[src/verilog/muh_unused_placeholder_removed.sv]
// intentionally minimal: no logic in this file
`timescale 1ns/100ps
`default_nettype none
`default_nettype wire
[src/verilog/muh_pkg.sv]
// package: constants and carrier types of the completion handshake block
package muh_pkg;

  // synchroniser depth for every pin input
  localparam int SYNC_STAGES = 2;

  // internal locations chosen by location_select
  localparam logic LOC_DATA = 1'b0;
  localparam logic LOC_STATUS = 1'b1;

  // status byte layout
  localparam int STS_BUSY_BIT = 7;
  localparam int STS_FLAG_LSB = 4;
  localparam int STS_FLAG_MSB = 6;
  localparam int STS_ERR_LSB = 1;
  localparam int STS_ERR_MSB = 3;
  localparam int STS_SPARE_BIT = 0;

  // reset values
  localparam logic DONE_RST = 1'b0;
  localparam logic SREQ_RST = 1'b0;
  localparam logic [2:0] ERR_RST = 3'h0;
  localparam logic [7:0] BYTE_RST = 8'h00;
  localparam logic [11:0] BUS_IDLE = 12'h0e00;

  // host pins as seen at the package boundary
  typedef struct packed {
    logic csN;
    logic rdN;
    logic wrN;
    logic loc;
    logic [7:0] data;
  } muh_hbus_t;

  // error events of one execution step
  typedef struct packed {
    logic divZero;
    logic overflow;
    logic underflow;
  } muh_err_t;

  // completion report from the datapath
  typedef struct packed {
    logic done;
    logic sreqEnable;
    muh_err_t err;
  } muh_cmpl_t;

  // access sequencer states
  typedef enum logic [1:0] {
    ACC_IDLE = 2'b00,
    ACC_READ = 2'b01,
    ACC_WRITE = 2'b10
  } muh_acc_t;

endpackage : muh_pkg

[src/verilog/muh_handshake.sv]
// host port strobing and completion flags of the math unit
`timescale 1ns/100ps
`default_nettype none
module muh_handshake
  import muh_pkg::*;
(
  input wire logic mclk,                   // device clock, 40 MHz
  input wire logic reset,                  // async reset, high
  input wire muh_hbus_t hostIn,            // host pins, active low strobes
  input wire logic done_acknowledge_n,     // done acknowledge, low
  input wire logic service_acknowledge_n,  // service acknowledge, low
  input wire muh_cmpl_t cmpl,              // datapath completion report
  input wire logic busy,                   // datapath executing
  input wire logic [2:0] flags,            // datapath result flags
  input wire logic [7:0] dataByte,         // byte at the data location
  output logic [7:0] dataOut,              // data bus output value
  output logic dataOe,                     // data bus output enable
  output logic commandDone,                // end of execution flag
  output logic service_request,            // service request flag
  output logic errorOut,                   // error flag
  output logic readPop,                    // pulse: data byte taken
  output logic writeStrobe,                // pulse: byte stored
  output logic writeLoc,                   // location of stored byte
  output logic [7:0] writeData             // stored byte
);

  muh_hbus_t hostSync;
  logic [1:0] ackSync;
  logic csAct;
  logic rdAct;
  logic wrAct;
  logic doneAckLow;
  logic svcAckLow;
  logic rdFall;
  logic wrRise;
  logic accessClear;
  logic statusRead;
  logic [7:0] statusByte;
  logic [7:0] selByte;
  logic [7:0] wrHold_reg;
  logic wrLocHold_reg;
  logic done_reg;
  logic done_next;
  logic sreq_reg;
  logic sreq_next;
  logic [2:0] err_reg;
  logic [2:0] err_next;
  logic [2:0] errSet;
  muh_acc_t acc_reg;
  muh_acc_t acc_next;

  // pins and acknowledges cross into mclk before any decode
  muh_sync #(
    .WIDTH(14),
    .RST_VAL({BUS_IDLE, 2'b11})
  ) u_sync (
    .mclk(mclk),
    .reset(reset),
    .din({hostIn, done_acknowledge_n, service_acknowledge_n}),
    .dout({hostSync, ackSync})
  );

  // active-high views of the synchronised pins
  assign csAct = ~hostSync.csN;
  assign rdAct = csAct & ~hostSync.rdN;
  assign wrAct = csAct & ~hostSync.wrN;
  assign doneAckLow = ~ackSync[1];
  assign svcAckLow = ~ackSync[0];

  // access sequencer: one read or one write at a time
  always_comb
  begin
    acc_next = acc_reg;
    case (acc_reg)
      ACC_IDLE:
      begin
        if (rdAct)
          acc_next = ACC_READ;
        else if (wrAct)
          acc_next = ACC_WRITE;
      end
      ACC_READ:
      begin
        if (!rdAct)
          acc_next = ACC_IDLE;
      end
      ACC_WRITE:
      begin
        if (!wrAct)
          acc_next = ACC_IDLE;
      end
      default:
        acc_next = ACC_IDLE;
    endcase
  end

  always_ff @(posedge mclk or posedge reset)
  begin
    if (reset)
      acc_reg <= ACC_IDLE;
    else
      acc_reg <= acc_next;
  end

  // strobe edges; a write ends on rising write strobe with select held
  assign rdFall = (acc_reg == ACC_IDLE) & rdAct;
  assign wrRise = (acc_reg == ACC_WRITE) & csAct & hostSync.wrN;
  assign accessClear = rdFall | wrRise;
  assign statusRead = rdFall & (hostSync.loc == LOC_STATUS);

  // status byte; reads are served even while busy
  always_comb
  begin
    statusByte = BYTE_RST;
    statusByte[STS_BUSY_BIT] = busy;
    statusByte[STS_FLAG_MSB:STS_FLAG_LSB] = flags;
    statusByte[STS_ERR_MSB:STS_ERR_LSB] = err_reg;
    statusByte[STS_SPARE_BIT] = 1'b0;
  end

  // location select chooses what is returned
  assign selByte = (hostSync.loc == LOC_STATUS) ? statusByte
    : dataByte;

  // read data comes from a flop and follows location while read is low
  always_ff @(posedge mclk or posedge reset)
  begin
    if (reset)
    begin
      dataOut <= BYTE_RST;
      dataOe <= 1'b0;
    end
    else
    begin
      dataOe <= rdAct;
      if (rdAct)
        dataOut <= selByte;
    end
  end

  // data pop pulse, once per read of the data location
  always_ff @(posedge mclk or posedge reset)
  begin
    if (reset)
      readPop <= 1'b0;
    else
      readPop <= rdFall & (hostSync.loc == LOC_DATA);
  end

  // byte and location track the bus while write is low
  always_ff @(posedge mclk or posedge reset)
  begin
    if (reset)
    begin
      wrHold_reg <= BYTE_RST;
      wrLocHold_reg <= LOC_DATA;
    end
    else if (wrAct)
    begin
      wrHold_reg <= hostSync.data;
      wrLocHold_reg <= hostSync.loc;
    end
  end

  // the held byte is committed at the end of the write
  always_ff @(posedge mclk or posedge reset)
  begin
    if (reset)
    begin
      writeStrobe <= 1'b0;
      writeLoc <= LOC_DATA;
      writeData <= BYTE_RST;
    end
    else
    begin
      writeStrobe <= wrRise;
      if (wrRise)
      begin
        writeLoc <= wrLocHold_reg;
        writeData <= wrHold_reg;
      end
    end
  end

  // done flop: bus access beats completion, completion beats acknowledge
  // so a tied-low acknowledge still lets one clock of done out
  always_comb
  begin
    done_next = done_reg;
    if (accessClear)
      done_next = 1'b0;
    else if (cmpl.done)
      done_next = 1'b1;
    else if (doneAckLow)
      done_next = 1'b0;
  end

  always_ff @(posedge mclk or posedge reset)
  begin
    if (reset)
      done_reg <= DONE_RST;
    else
      done_reg <= done_next;
  end

  assign commandDone = done_reg;

  // service request; a tied-low acknowledge still yields a short pulse
  always_comb
  begin
    sreq_next = sreq_reg;
    if (cmpl.done)
      sreq_next = cmpl.sreqEnable;
    else if (svcAckLow)
      sreq_next = 1'b0;
  end

  always_ff @(posedge mclk or posedge reset)
  begin
    if (reset)
      sreq_reg <= SREQ_RST;
    else
      sreq_reg <= sreq_next;
  end

  assign service_request = sreq_reg;

  // sticky error bits; a fresh event survives a coincident status read
  assign errSet = {cmpl.err.divZero, cmpl.err.overflow, cmpl.err.underflow};

  always_comb
  begin
    err_next = err_reg;
    if (statusRead)
      err_next = ERR_RST;
    err_next = err_next | errSet;
  end

  always_ff @(posedge mclk or posedge reset)
  begin
    if (reset)
      err_reg <= ERR_RST;
    else
      err_reg <= err_next;
  end

  assign errorOut = |err_reg;

  // assertion helpers
  logic accessClear_d;
  always_ff @(posedge mclk or posedge reset)
  begin
    if (reset)
      accessClear_d <= 1'b0;
    else
      accessClear_d <= accessClear;
  end

  // read data drives the bus only for an active select and read
  read_drive_a: assert property (@(posedge mclk) disable iff (reset)
    rdAct |=> dataOe && (dataOut == $past(selByte)))
    else $error("read data not driven");

  no_cs_read_a: assert property (@(posedge mclk) disable iff (reset)
    hostSync.csN |=> !dataOe)
    else $error("bus driven without select");

  loc_select_a: assert property (@(posedge mclk) disable iff (reset)
    (rdAct && hostSync.loc == LOC_DATA)
    |=> dataOut == $past(dataByte))
    else $error("wrong location returned");

  read_clear_a: assert property (@(posedge mclk) disable iff (reset)
    rdFall |=> !commandDone)
    else $error("done not cleared by read");

  status_clear_a: assert property (@(posedge mclk) disable iff (reset)
    (statusRead && errSet == 3'h0) |=> !errorOut)
    else $error("error not cleared by status read");

  write_commit_a: assert property (@(posedge mclk) disable iff (reset)
    wrRise |=> writeStrobe && writeData == $past(wrHold_reg))
    else $error("write byte not committed");

  write_clear_a: assert property (@(posedge mclk) disable iff (reset)
    wrRise |=> !commandDone)
    else $error("done not cleared by write");

  ack_clear_a: assert property (@(posedge mclk) disable iff (reset)
    (doneAckLow && !cmpl.done) |=> !commandDone)
    else $error("done not forced low");

  done_pulse_a: assert property (@(posedge mclk) disable iff (reset)
    (commandDone && doneAckLow && !cmpl.done) |=> !commandDone)
    else $error("done pulse too long");

  done_set_a: assert property (@(posedge mclk) disable iff (reset)
    (cmpl.done && !accessClear) |=> commandDone)
    else $error("done not set at completion");

  svc_clear_a: assert property (@(posedge mclk) disable iff (reset)
    (svcAckLow && !cmpl.done) |=> !service_request)
    else $error("service request not cleared");

  svc_enable_a: assert property (@(posedge mclk) disable iff (reset)
    cmpl.done |=> service_request == $past(cmpl.sreqEnable))
    else $error("service request enable ignored");

  error_set_a: assert property (@(posedge mclk) disable iff (reset)
    (errSet != 3'h0) |=> errorOut [*1])
    else $error("error event lost");

  clear_prio_a: assert property (@(posedge mclk) disable iff (reset)
    (accessClear && cmpl.done) ##1 accessClear_d |-> !commandDone)
    else $error("completion beat access clear");

endmodule : muh_handshake
`default_nettype wire

[src/verilog/muh_sync.sv]
// two-stage synchroniser for a vector of pin inputs
`timescale 1ns/100ps
`default_nettype none
module muh_sync
  import muh_pkg::*;
#(
  parameter int WIDTH = 1,
  parameter logic [WIDTH-1:0] RST_VAL = '0
)
(
  input wire logic mclk,              // device clock
  input wire logic reset,             // async reset, high
  input wire logic [WIDTH-1:0] din,   // asynchronous inputs
  output logic [WIDTH-1:0] dout       // synchronised copy
);

  logic [WIDTH-1:0] meta_reg;

  // first stage is read only by the second stage
  always_ff @(posedge mclk or posedge reset)
  begin
    if (reset)
    begin
      meta_reg <= RST_VAL;
      dout <= RST_VAL;
    end
    else
    begin
      meta_reg <= din;
      dout <= meta_reg;
    end
  end

endmodule : muh_sync
`default_nettype wire

[config.mk]
export PLATFORM = sky130hd
export DESIGN_NAME = muh_handshake
export DESIGN_NICKNAME = d
export VERILOG_FILES = /design/src/verilog/muh_unused_placeholder_removed.sv /design/src/verilog/muh_pkg.sv /design/src/verilog/muh_handshake.sv /design/src/verilog/muh_sync.sv
export SDC_FILE = /design/constraint.sdc
export NUM_CORES = 1
export LEC_CHECK = 0
export ABC_AREA = 1
export BUFFER_PORTS_ARGS = -buffer_cell sky130_fd_sc_hd__buf_2
export CORE_MARGIN = 5
export CORE_UTILIZATION = 35
export DETAILED_ROUTE_END_ITERATION = 10
export PLACE_DENSITY = 0.63
export SYNTH_ARGS = -nofsm -noshare
export SYNTH_HDL_FRONTEND = slang
export SYNTH_SLANG_ARGS = --single-unit
[constraint.sdc]
create_clock -name mclk -period 5.4 [get_ports mclk]
set_clock_uncertainty 0.2 [all_clocks]
set_input_delay 0.27 -clock mclk [delete_from_list [all_inputs] [get_ports mclk]]
set_output_delay 0.27 -clock mclk [all_outputs]
set_load 0.005 [all_outputs]
==> impl_metrics.tcl, run 1 <==
set metrics [dict create \
    diodes 0 \
    synth-seq-cells 64 \
    die_height_um 88.8 \
    cts.root.buffer_cell "sky130_fd_sc_hd__clkbuf_8" \
    crit_type "in -> reg" \
    postCtsResizedCells 0 \
    powerDensity_mw_per_mm2 345 \
    worst_r2r_end "err_reg[0]$_DFF_PP0_" \
    die_w_um 88.8 \
    grt_pass1_wl_um 6780 \
    flow.area_growth_from_synthesis_pct 34.9 \
    htreeDepth 3 \
    status "complete, no violations" \
    clock_tree_from_tritoncts "yes" \
    max_slew_margin_pct 49.4 \
    initial_antenna_violation_count 0 \
    vdd.ir_drop.worst_mv 0.130 \
    wire_length_reported_by_the_detailed_router_um 4010 \
    internal_power_uw 778 \
    drv.max_cap_violation_count 0 \
    buffer_ports.inserted 55 \
    reg2reg_setup_slack_ns 3.90 \
    p_sw_uw 234 \
    route.antenna.remaining_nets 0 \
    postSynthNetCount 219 \
    critPathMaxStageDelay_ns 0.55 \
    setup.worst_path.start_class "primary input" \
    crit_slowest_cell "sky130_fd_sc_hd__dlygate4sd3_1" \
    synthesis.area_per_instance_um2 11.7 \
    top_fanout_value_on_the_critical_path 3 \
    initial_utilization_pct 36.3 \
    final_period_minus_worst_setup_slack_ns 1.64 \
    count_of_yosys_warnings_during_synthesis 0 \
    max-clock-path-buffers 2 \
    clk_pin_slew_ns 0.06 \
    power.sequential.fraction_pct 54.6 \
    timing.critical_path.cells "dlygate4sd3_1, buf_2, a21oi_1, a21oi_1, dlygate4sd3_1" \
    fp.coreArea_mm2 0.00599 \
    row_count 28 \
    timing_startpoint_of_the_critical_path "cmpl[4]" \
    p_clk_share_pct 34.2 \
    dpl_cell_area_mm2 0.00250 \
    via_count 1449 \
    unrepaired_setup_endpoints_after_global_routing "false" \
    floorplan.io_pins 56 \
    drc 0 \
    detailedRoute.firstIterationViolations 71 \
    synth_cell_types 17 \
    worst_hold_slack_after_final_layout_ns 0.0136 \
    combinational_fraction_of_design_power_pct 11.2 \
    final_cell_area_mm2 0.00294 \
    design_power_total_uw 1010 \
    cts_buffers 9 \
    final_net_count 307 \
    endpoint "service_request$_DFFE_PP0P_" \
    grt_overflow 0 \
    post-route-period-util_pct 30.4 \
    rr_worst_depth 4 \
    cts.sink_count 64 \
    grt_usage_pct 11.7 \
    wire_per_inst_um 11.4 \
    post_synth_design_cell_area_mm2 0.00218 \
    critical_path_required_ns 5.40 \
    vias_per_cell 4.10 \
    timing.critical_path.to_type "flip-flop" \
    p_sw_share_pct 23.1 \
    grt_max_degree 65 \
    dp.final_hpwl_um 2560 \
    syn-instance-count 186 \
    fillers 545 \
    synth-seq-area-share_pct 74.2 \
    setup_viol 0 \
    hold_path.class "in -> reg" \
    clk-insertion-delay-late_ns 0.32 \
    fp.dieArea_mm2 0.00789 \
    detail_route.first_pass.iterations 4 \
    power.static_leakage_uw 0.00151 \
    worst_r2r_startpoint "u_sync.dout[13]$_DFF_PP1_" \
    worstPathArrival_ns 1.64 \
    first_global_vias 1516 \
    report.final.slew_viol_count 0 \
    tightest_slew_ns 0.759 \
    finalHoldViolCount 0 \
    place.gp.congestion 0.695 \
    layout.core_utilization_pct 49.0 \
    fraction_of_layout_instances_using_a_drive_strength_above_1_pct 29.9 \
    tns_ns 0 \
    fmaxAchievable_mhz 609 \
]
[power groups by stage]
| stage | clock network (uW) | logic [uW] | registers, uW |
|---|---|---|---|
| final | 346 | 113 | 553 |
| after floorplan | 0 | 50.7 | 560 |
| after CTS | 358 | 117 | 554 |
| after detailed placement | 0 | 102 | 561 |
| after global placement | 0 | 98.6 | 561 |
| after global routing | 382 | 133 | 559 |
[worst min path at each step]
stage / startpoint / to / slack [ns] / depth (start not counted)
final: dataByte[1] / dataOut[1]$_DFFE_PP0P_ / 0.01 / 3
after global routing: dataByte[1] / dataOut[1]$_DFFE_PP0P_ / 0.01 / 3
after CTS: dataByte[1] / dataOut[1]$_DFFE_PP0P_ / 0.01 / 3
after detailed placement: u_sync.meta_reg[9]$_DFF_PP0_ / u_sync.dout[9]$_DFF_PP0_ / 0.13 / 0
after global placement: u_sync.meta_reg[10]$_DFF_PP0_ / u_sync.dout[10]$_DFF_PP0_ / 0.13 / 0
after floorplan: service_acknowledge_n / u_sync.meta_reg[0]$_DFF_PP1_ / 0.07 / 0
[layout by cell type (no fill, tap or decap), types with 3 or more instances in the layout]
master	synthesis	layout
sky130_fd_sc_hd__dlygate4sd3_1	0	27
sky130_fd_sc_hd__dfstp_2	10	10
sky130_fd_sc_hd__nand2_1	51	51
sky130_fd_sc_hd__dfrtp_1	54	54
sky130_fd_sc_hd__o21ai_1	9	9
sky130_fd_sc_hd__buf_2	2	55
sky130_fd_sc_hd__clkbuf_1	0	3
sky130_fd_sc_hd__clkbuf_8	0	11
sky130_fd_sc_hd__o21ai_0	9	9
sky130_fd_sc_hd__inv_1	24	23
sky130_fd_sc_hd__nor2_1	6	6
sky130_fd_sc_hd__a21oi_1	3	3
sky130_fd_sc_hd__o211ai_1	7	7
[layout make-up]
cell class | count | area, um2 | area share, %
Sequential cell | 64 | 1610 | 55.0
Timing Repair Buffer | 83 | 553 | 18.8
Multi-Input combinational cell | 91 | 413 | 14.1
Clock buffer | 14 | 163 | 5.54
Inverter | 25 | 93.8 | 3.20
Tap cell | 75 | 93.8 | 3.20
Clock inverter | 1 | 5.00 | 0.171
[cell usage after synthesis, drive strengths merged]
library cell,n,share of area [%]
dfstp,10,12
buf,6,2.5
nand2,52,9.1
a21oi,3,0.69
dfrtp,54,62
o211ai,7,2.4
o21ai,18,4.1
nand3b,1,0.35
nor2,8,1.8
inv,25,4.3
nand3,2,0.46
[kinds of logic (layout without fill, tap and decap cells)]
kind of cell           Yosys count  in the layout  share of synthesized area [%]
AOI/OAI and AO/OA               28             28                           7.25
DFF                             64             64                           74.2
and+or+nand+nor                 63             63                           11.7
buffers and inverters           31            123                           6.84
[metrics by stage]
stage          cells  worst slack [ns]
6_report         353              3.76
5_1_grt          353              3.74
4_1_cts          353              3.77
3_5_place_dp     311              3.90
3_3_place_gp     311              3.94
2_1_floorplan    186              3.35
[worst max-delay path, delay by kind of cell]
kind / cells / cell delay (ns)
buffers and inverters: 3 / 1.21
AO/OA/AOI/OAI: 2 / 0.16
[timing repair]
item,4_1_cts,5_1_grt
endpoints found under the setup margin,0,0
hold endpoints to repair,79,0
setup buffers,0,0
hold buffers,27,0
[metal layers]
metal  routed length, um  GRT usage (%)  up-vias
li1                    -              -      746
met1                1740           14.0      652
met2                1940           17.2       37
met3                 209           5.21       14
met4                 112           7.28        0
met5                   0              0        -
No activity file was read; power rests on OpenSTA's default activity.
==> run 2, diff against run 1 <==
- ABC_AREA: 1 -> 0
- PLACE_DENSITY: 0.63 -> 0.65
- clock period: 5.4 -> 1.38 ns (I/O delays scaled with it)
==> impl_metrics.tcl, run 2 <==
set metrics [dict create \
    status "complete, but fails checks" \
    violated_checks "setup timing" \
    cts.root.buffer_cell "sky130_fd_sc_hd__clkbuf_8" \
    most_frequent_cell_after_synthesis "sky130_fd_sc_hd__dfrtp_1" \
    fraction_of_layout_instances_using_a_drive_strength_above_1_pct 49.6 \
    grt_overflow 0 \
    worst_hold_slack_after_final_layout_ns 0.150 \
    crit_type "reg -> reg" \
    via_count 1451 \
    final_period_minus_worst_setup_slack_ns 1.56 \
    top_fanout_value_on_the_critical_path 6 \
    synth_flop_cell "sky130_fd_sc_hd__dfrtp_1" \
    syn-instance-count 135 \
    fp.coreArea_mm2 0.00599 \
    timing_startpoint_of_the_critical_path "u_sync.dout[11]$_DFF_PP1_" \
    cts.sink_count 64 \
    worst-path-buf-inv 1 \
    htreeDepth 3 \
    post-route-period-util_pct 113 \
    vdd.ir_drop.worst_mv 0.903 \
    clk_pin_slew_ns 0.06 \
    post_route_setup_slack_ns -0.179 \
    critPathMaxStageDelay_ns 0.53 \
    synth_cell_types 22 \
    ys_top_cells_by_area "sky130_fd_sc_hd__dfrtp_1 (62%), sky130_fd_sc_hd__dfstp_2 (12%), sky130_fd_sc_hd__mux2_4 (5.5%)" \
    initial_antenna_violation_count 0 \
    row_count 28 \
    tightest_slew_ns 0.571 \
    tns_ns -2.55 \
    fmaxAchievable_mhz 641 \
    design_power_total_uw 4630 \
    first_global_vias 1547 \
    diodes 0 \
    setup.worst_path.start_class "flip-flop" \
    worstPathArrival_ns 1.58 \
    power.static_leakage_uw 0.00159 \
    fp.dieArea_mm2 0.00791 \
    die_w_um 88.9 \
    number_of_flops_mapped_to_enable_cells_by_yosys 0 \
    floorplan.io_pins 56 \
    grt_max_degree 38 \
    post_synth_design_cell_area_mm2 0.00218 \
    dp.final_hpwl_um 2780 \
    flow.area_growth_from_synthesis_pct 54.1 \
    detailedRoute.firstIterationViolations 71 \
    route.antenna.remaining_nets 0 \
    postSynthNetCount 168 \
    synth_largest_area_cell "sky130_fd_sc_hd__dfrtp_1" \
    report.final.slew_viol_count 0 \
    ys_async_sr_fraction_pct 100 \
    timing.critical_path.to_type "flip-flop" \
    max-clock-path-buffers 2 \
    finalHoldViolCount 0 \
    synth_top_cell_area_share_pct 62.0 \
    final_net_count 280 \
    unrepaired_setup_endpoints_after_global_routing "true" \
    dp_slack_ns -0.197 \
    count_of_yosys_warnings_during_synthesis 0 \
    drv.max_cap_violation_count 0 \
    wire_per_inst_um 13.8 \
    synthesis.area_per_instance_um2 16.2 \
    grt_pass1_wl_um 7490 \
    synth-seq-area-share_pct 74.0 \
    critical_path_required_ns 1.40 \
    hold_path.class "reg -> reg" \
    cts_buffers 9 \
    synth_top_cells_by_count "sky130_fd_sc_hd__dfrtp_1 (54), sky130_fd_sc_hd__o21ai_0 (17), sky130_fd_sc_hd__dfstp_2 (10), sky130_fd_sc_hd__mux2_2 (10), sky130_fd_sc_hd__mux2_4 (8)" \
    clk-insertion-delay-late_ns 0.34 \
    min-delay-start "u_sync.meta_reg[3]$_DFF_PP0_" \
    timing.critical_path.cells "and4bb_4, buf_12, mux2_4" \
    drc 0 \
    detail_route.first_pass.iterations 2 \
    initial_utilization_pct 36.4 \
    largest_delay_contributor_family_on_the_critical_path "flip-flops" \
    die_height_um 88.9 \
    place.gp.congestion 0.772 \
    crit_slowest_cell "sky130_fd_sc_hd__dfstp_2" \
    synth-seq-cells 64 \
    wire_length_reported_by_the_detailed_router_um 4500 \
    clock_tree_from_tritoncts "yes" \
    buffer_ports.inserted 55 \
    grt_usage_pct 13.0 \
    mostFrequentLayoutCells "sky130_fd_sc_hd__dfrtp_1 (54), sky130_fd_sc_hd__buf_2 (54), sky130_fd_sc_hd__dlygate4sd3_1 (34), sky130_fd_sc_hd__mux2_4 (17), sky130_fd_sc_hd__o21ai_0 (15)" \
    powerDensity_mw_per_mm2 1380 \
    worst_r2r_startpoint "u_sync.dout[11]$_DFF_PP1_" \
    max_slew_margin_pct 61.9 \
    vias_per_cell 4.44 \
    setup_viol 22 \
]
[run 2: repair_timing]
action / CTS / global route
gates cloned: 1 / 0
resized for setup: 20 / 9
hold endpoints to repair: 91 / 0
setup endpoints to repair: 31 / 30
pin swaps: 2 / 2
hold buffers: 35 / 0
buffers inserted: 3 / 2
[run 2: final cells by class]
class / count / area, um2
clock buffer: 10 / 138
clock inverter: 6 / 82.6
fill: 461 / 2630
inverter: 5 / 25.0
multi-input combinational: 61 / 566
sequential: 64 / 1610
tap: 75 / 93.8
timing repair buffer: 106 / 842
[run 2: path summary, 6_finish.rpt]
kind	endpoint	slack, ns	cells past startpoint
min reg2reg	u_sync.dout[3]$_DFF_PP0_	0.15	0
max	writeLoc$_DFFE_PP0P_	-0.18	3
max in group asynchronous	u_sync.meta_reg[7]$_DFF_PP0_	0.22	4
min in group asynchronous	dataOut[1]$_DFFE_PP0P_	0.19	4
max reg2reg	writeLoc$_DFFE_PP0P_	-0.18	3
min	u_sync.dout[3]$_DFF_PP0_	0.15	0
[run 2: logic make-up after synthesis]
logic type      synth area share (%)
mux                             13.9
flops                           74.0
simple gates                    3.56
compound gates                  5.68
buf+inv                         2.87
[run 2: power by group]
group	internal (uW)	switching [uW]
Combinational	433	235
Clock	1060	684
Sequential	2110	116
[run 2: stage by stage]
stage                     utilization [%]  cell area (um2)  std cells
after floorplan                         -             2180        135
after global placement               44.2             2650        273
after detailed placement             44.2             2650        273
after CTS                            55.5             3330        328
after global routing                 56.1             3360        327
final                                56.1             3360        327
[run 2: routing by layer]
metal	GRT usage [%]	up-vias	part of all wire, %
met2	20.6	27	52
met4	8.39	0	3.3
li1	-	691	-
met3	4.33	11	4.2
met1	15.2	722	40
met5	0	-	0
==> run 3, diff against run 2 <==
- CAP_MARGIN: unset -> 10
- SYNTH_HIERARCHICAL: unset -> 1
- TNS_END_PERCENT: unset -> 30
==> impl_metrics.tcl, run 3 <==
set metrics [dict create \
    ys_top_cells_by_area "sky130_fd_sc_hd__dfrtp_1 (62%), sky130_fd_sc_hd__dfstp_2 (12%), sky130_fd_sc_hd__mux2_4 (5.5%)" \
    cts_buffers 9 \
    row_count 28 \
    grt_overflow 0 \
    drc 0 \
    grt_pass1_wl_um 7810 \
    wire_per_inst_um 13.9 \
    dp_slack_ns -0.191 \
    drv.max_cap_violation_count 0 \
    place.gp.congestion 0.752 \
    htreeDepth 3 \
    p_sw_share_pct 22.6 \
    vdd.ir_drop.worst_mv 0.903 \
    cts.sink_count 64 \
    synth_top_cell_area_share_pct 62.3 \
    vias_per_cell 4.44 \
    die_w_um 88.7 \
    fraction_of_layout_instances_using_a_drive_strength_above_1_pct 47.8 \
    dp.final_hpwl_um 2850 \
    tightest_slew_ns 0.448 \
    synth_largest_area_cell "sky130_fd_sc_hd__dfrtp_1" \
    top_fanout_value_on_the_critical_path 6 \
    max_slew_margin_pct 70.1 \
    synth_cell_types 22 \
    crit_type "reg -> reg" \
    clock_tree_from_tritoncts "yes" \
    cts.root.buffer_cell "sky130_fd_sc_hd__clkbuf_8" \
    via_count 1447 \
    unrepaired_setup_endpoints_after_global_routing "true" \
    syn-instance-count 136 \
    rr_worst_depth 3 \
    grt_max_degree 37 \
    final_net_count 279 \
    count_of_yosys_warnings_during_synthesis 6 \
    p_sw_uw 1030 \
    initial_utilization_pct 36.4 \
    most_frequent_cell_after_synthesis "sky130_fd_sc_hd__dfrtp_1" \
    power.sequential.fraction_pct 49.1 \
    clk_pin_slew_ns 0.06 \
    violated_checks "setup timing" \
    p_clk_share_pct 37.2 \
    critical_path_required_ns 1.39 \
    synth_top_cells_by_count "sky130_fd_sc_hd__dfrtp_1 (54), sky130_fd_sc_hd__o21ai_0 (17), sky130_fd_sc_hd__dfstp_2 (10), sky130_fd_sc_hd__mux2_2 (10), sky130_fd_sc_hd__mux2_4 (8)" \
    finalHoldViolCount 0 \
    max-clock-path-buffers 2 \
    number_of_flops_mapped_to_enable_cells_by_yosys 0 \
    worst_r2r_end "writeData[4]$_DFFE_PP0P_" \
    fmaxAchievable_mhz 636 \
    layout.cells.most_common "sky130_fd_sc_hd__buf_2" \
    report.final.slew_viol_count 0 \
    wire_length_reported_by_the_detailed_router_um 4530 \
    first_global_vias 1678 \
    worstPathArrival_ns 1.59 \
    post-route-period-util_pct 114 \
    post_synth_design_cell_area_mm2 0.00217 \
    setup.worst_path.start_class "flip-flop" \
    setup_viol 20 \
    flow.area_growth_from_synthesis_pct 49.5 \
    grt_usage_pct 13.7 \
    synth-seq-cells 64 \
    design_power_total_uw 4540 \
    initial_antenna_violation_count 0 \
    reg2reg_setup_slack_ns -0.19 \
    post_route_setup_slack_ns -0.191 \
    fp.coreArea_mm2 0.00596 \
    mostFrequentLayoutCells "sky130_fd_sc_hd__buf_2 (55), sky130_fd_sc_hd__dfrtp_1 (54), sky130_fd_sc_hd__dlygate4sd3_1 (32), sky130_fd_sc_hd__o21ai_0 (14), sky130_fd_sc_hd__buf_4 (13)" \
    synth-seq-area-share_pct 74.4 \
    final_period_minus_worst_setup_slack_ns 1.57 \
    clk-insertion-delay-late_ns 0.33 \
    fillers 487 \
    synthesis.area_per_instance_um2 15.9 \
    synth_flop_cell "sky130_fd_sc_hd__dfrtp_1" \
    combinational_fraction_of_design_power_pct 13.6 \
    status "complete, but fails checks" \
    diodes 0 \
    fp.dieArea_mm2 0.00787 \
    floorplan.io_pins 56 \
    detail_route.first_pass.iterations 4 \
    internal_power_uw 3510 \
    route.antenna.remaining_nets 0 \
    die_height_um 88.7 \
    postSynthNetCount 169 \
    powerDensity_mw_per_mm2 1400 \
    ys_async_sr_fraction_pct 100 \
    detailedRoute.firstIterationViolations 74 \
    timing.critical_path.to_type "flip-flop" \
    power.static_leakage_uw 0.00153 \
    worst_r2r_startpoint "u_sync/dout[11]$_DFF_PP1_" \
    buffer_ports.inserted 55 \
    hold_path.class "in -> async" \
]
run 3: layer usage:
metal  GRT usage [%]  routed length [um]
met2            22.5                2410
met3            3.45                 150
met5               0                   0
met1            15.3                1800
met4            10.0                 169
run 3: how the worst max path moves through the flow:
| stage | start | endpoint | slack [ns] | cells after the start |
|---|---|---|---|---|
| floorplan | u_sync/dout[11]$_DFF_PP1_ | writeData[0]$_DFFE_PP0P_ | -0.15 | 3 |
| global placement | u_sync/dout[11]$_DFF_PP1_ | writeData[4]$_DFFE_PP0P_ | -0.16 | 3 |
| detailed placement | u_sync/dout[11]$_DFF_PP1_ | writeData[4]$_DFFE_PP0P_ | -0.19 | 3 |
| CTS | u_sync/dout[11]$_DFF_PP1_ | writeData[4]$_DFFE_PP0P_ | -0.19 | 3 |
| global route | u_sync/dout[11]$_DFF_PP1_ | writeData[4]$_DFFE_PP0P_ | -0.23 | 3 |
| finish | u_sync/dout[11]$_DFF_PP1_ | writeData[4]$_DFFE_PP0P_ | -0.19 | 3 |
run 3: logic make-up after synthesis:
kind of cell	after synthesis	synth area share, %
AOI/OAI and AO/OA	21	4.85
DFF	64	74.4
and+or+nand+nor	18	4.96
buffers and inverters	8	1.79
muxes	25	14.0
run 3: final cells by class:
class / count / area [um2] / area share [%]
Sequential cell: 64 / 1610 / 49.8
Timing Repair Buffer: 104 / 764 / 23.6
Multi-Input combinational cell: 64 / 546 / 16.8
Clock buffer: 10 / 128 / 3.94
Tap cell: 75 / 93.8 / 2.90
Clock inverter: 6 / 83.8 / 2.59
Inverter: 3 / 11.3 / 0.347
run 3: what timing repair did:
item	4_1_cts	5_1_grt
hold endpoints to repair	91	0
setup buffers	3	0
pin swaps	1	1
setup endpoints to repair	24	27
resized for setup	9	5
gates cloned	1	0
hold buffers	33	0
run 3: power by group through the flow:
stage	logic [uW]	registers (uW)	clock network (uW)
finish	619	2230	1690
floorplan	260	2240	0
global route	685	2260	1820
global placement	516	2250	0
CTS	621	2230	1730
detailed placement	527	2260	0
run 3: worst max-delay path, stage by stage, from the launching register on:
cell                       delay [ns]
sky130_fd_sc_hd__dfstp_2         0.53
sky130_fd_sc_hd__and4bb_4        0.30
sky130_fd_sc_hd__buf_12          0.14
sky130_fd_sc_hd__mux2_4          0.29
run 3: stage by stage:
stage / TNS, ns / utilization [%] / cell area (um2) / std cells / hold WS [ns]
final: -1.98 / 54.4 / 3240 / 326 / 0.135
after global routing: -2.79 / 54.4 / 3240 / 326 / 0.154
after detailed placement: -2.84 / 43.9 / 2610 / 273 / -0.0475
after global placement: -2.49 / 43.9 / 2610 / 273 / -0.0487
after floorplan: -1.22 / - / 2170 / 136 / -0.127
after CTS: -2.06 / 54.2 / 3230 / 326 / 0.137
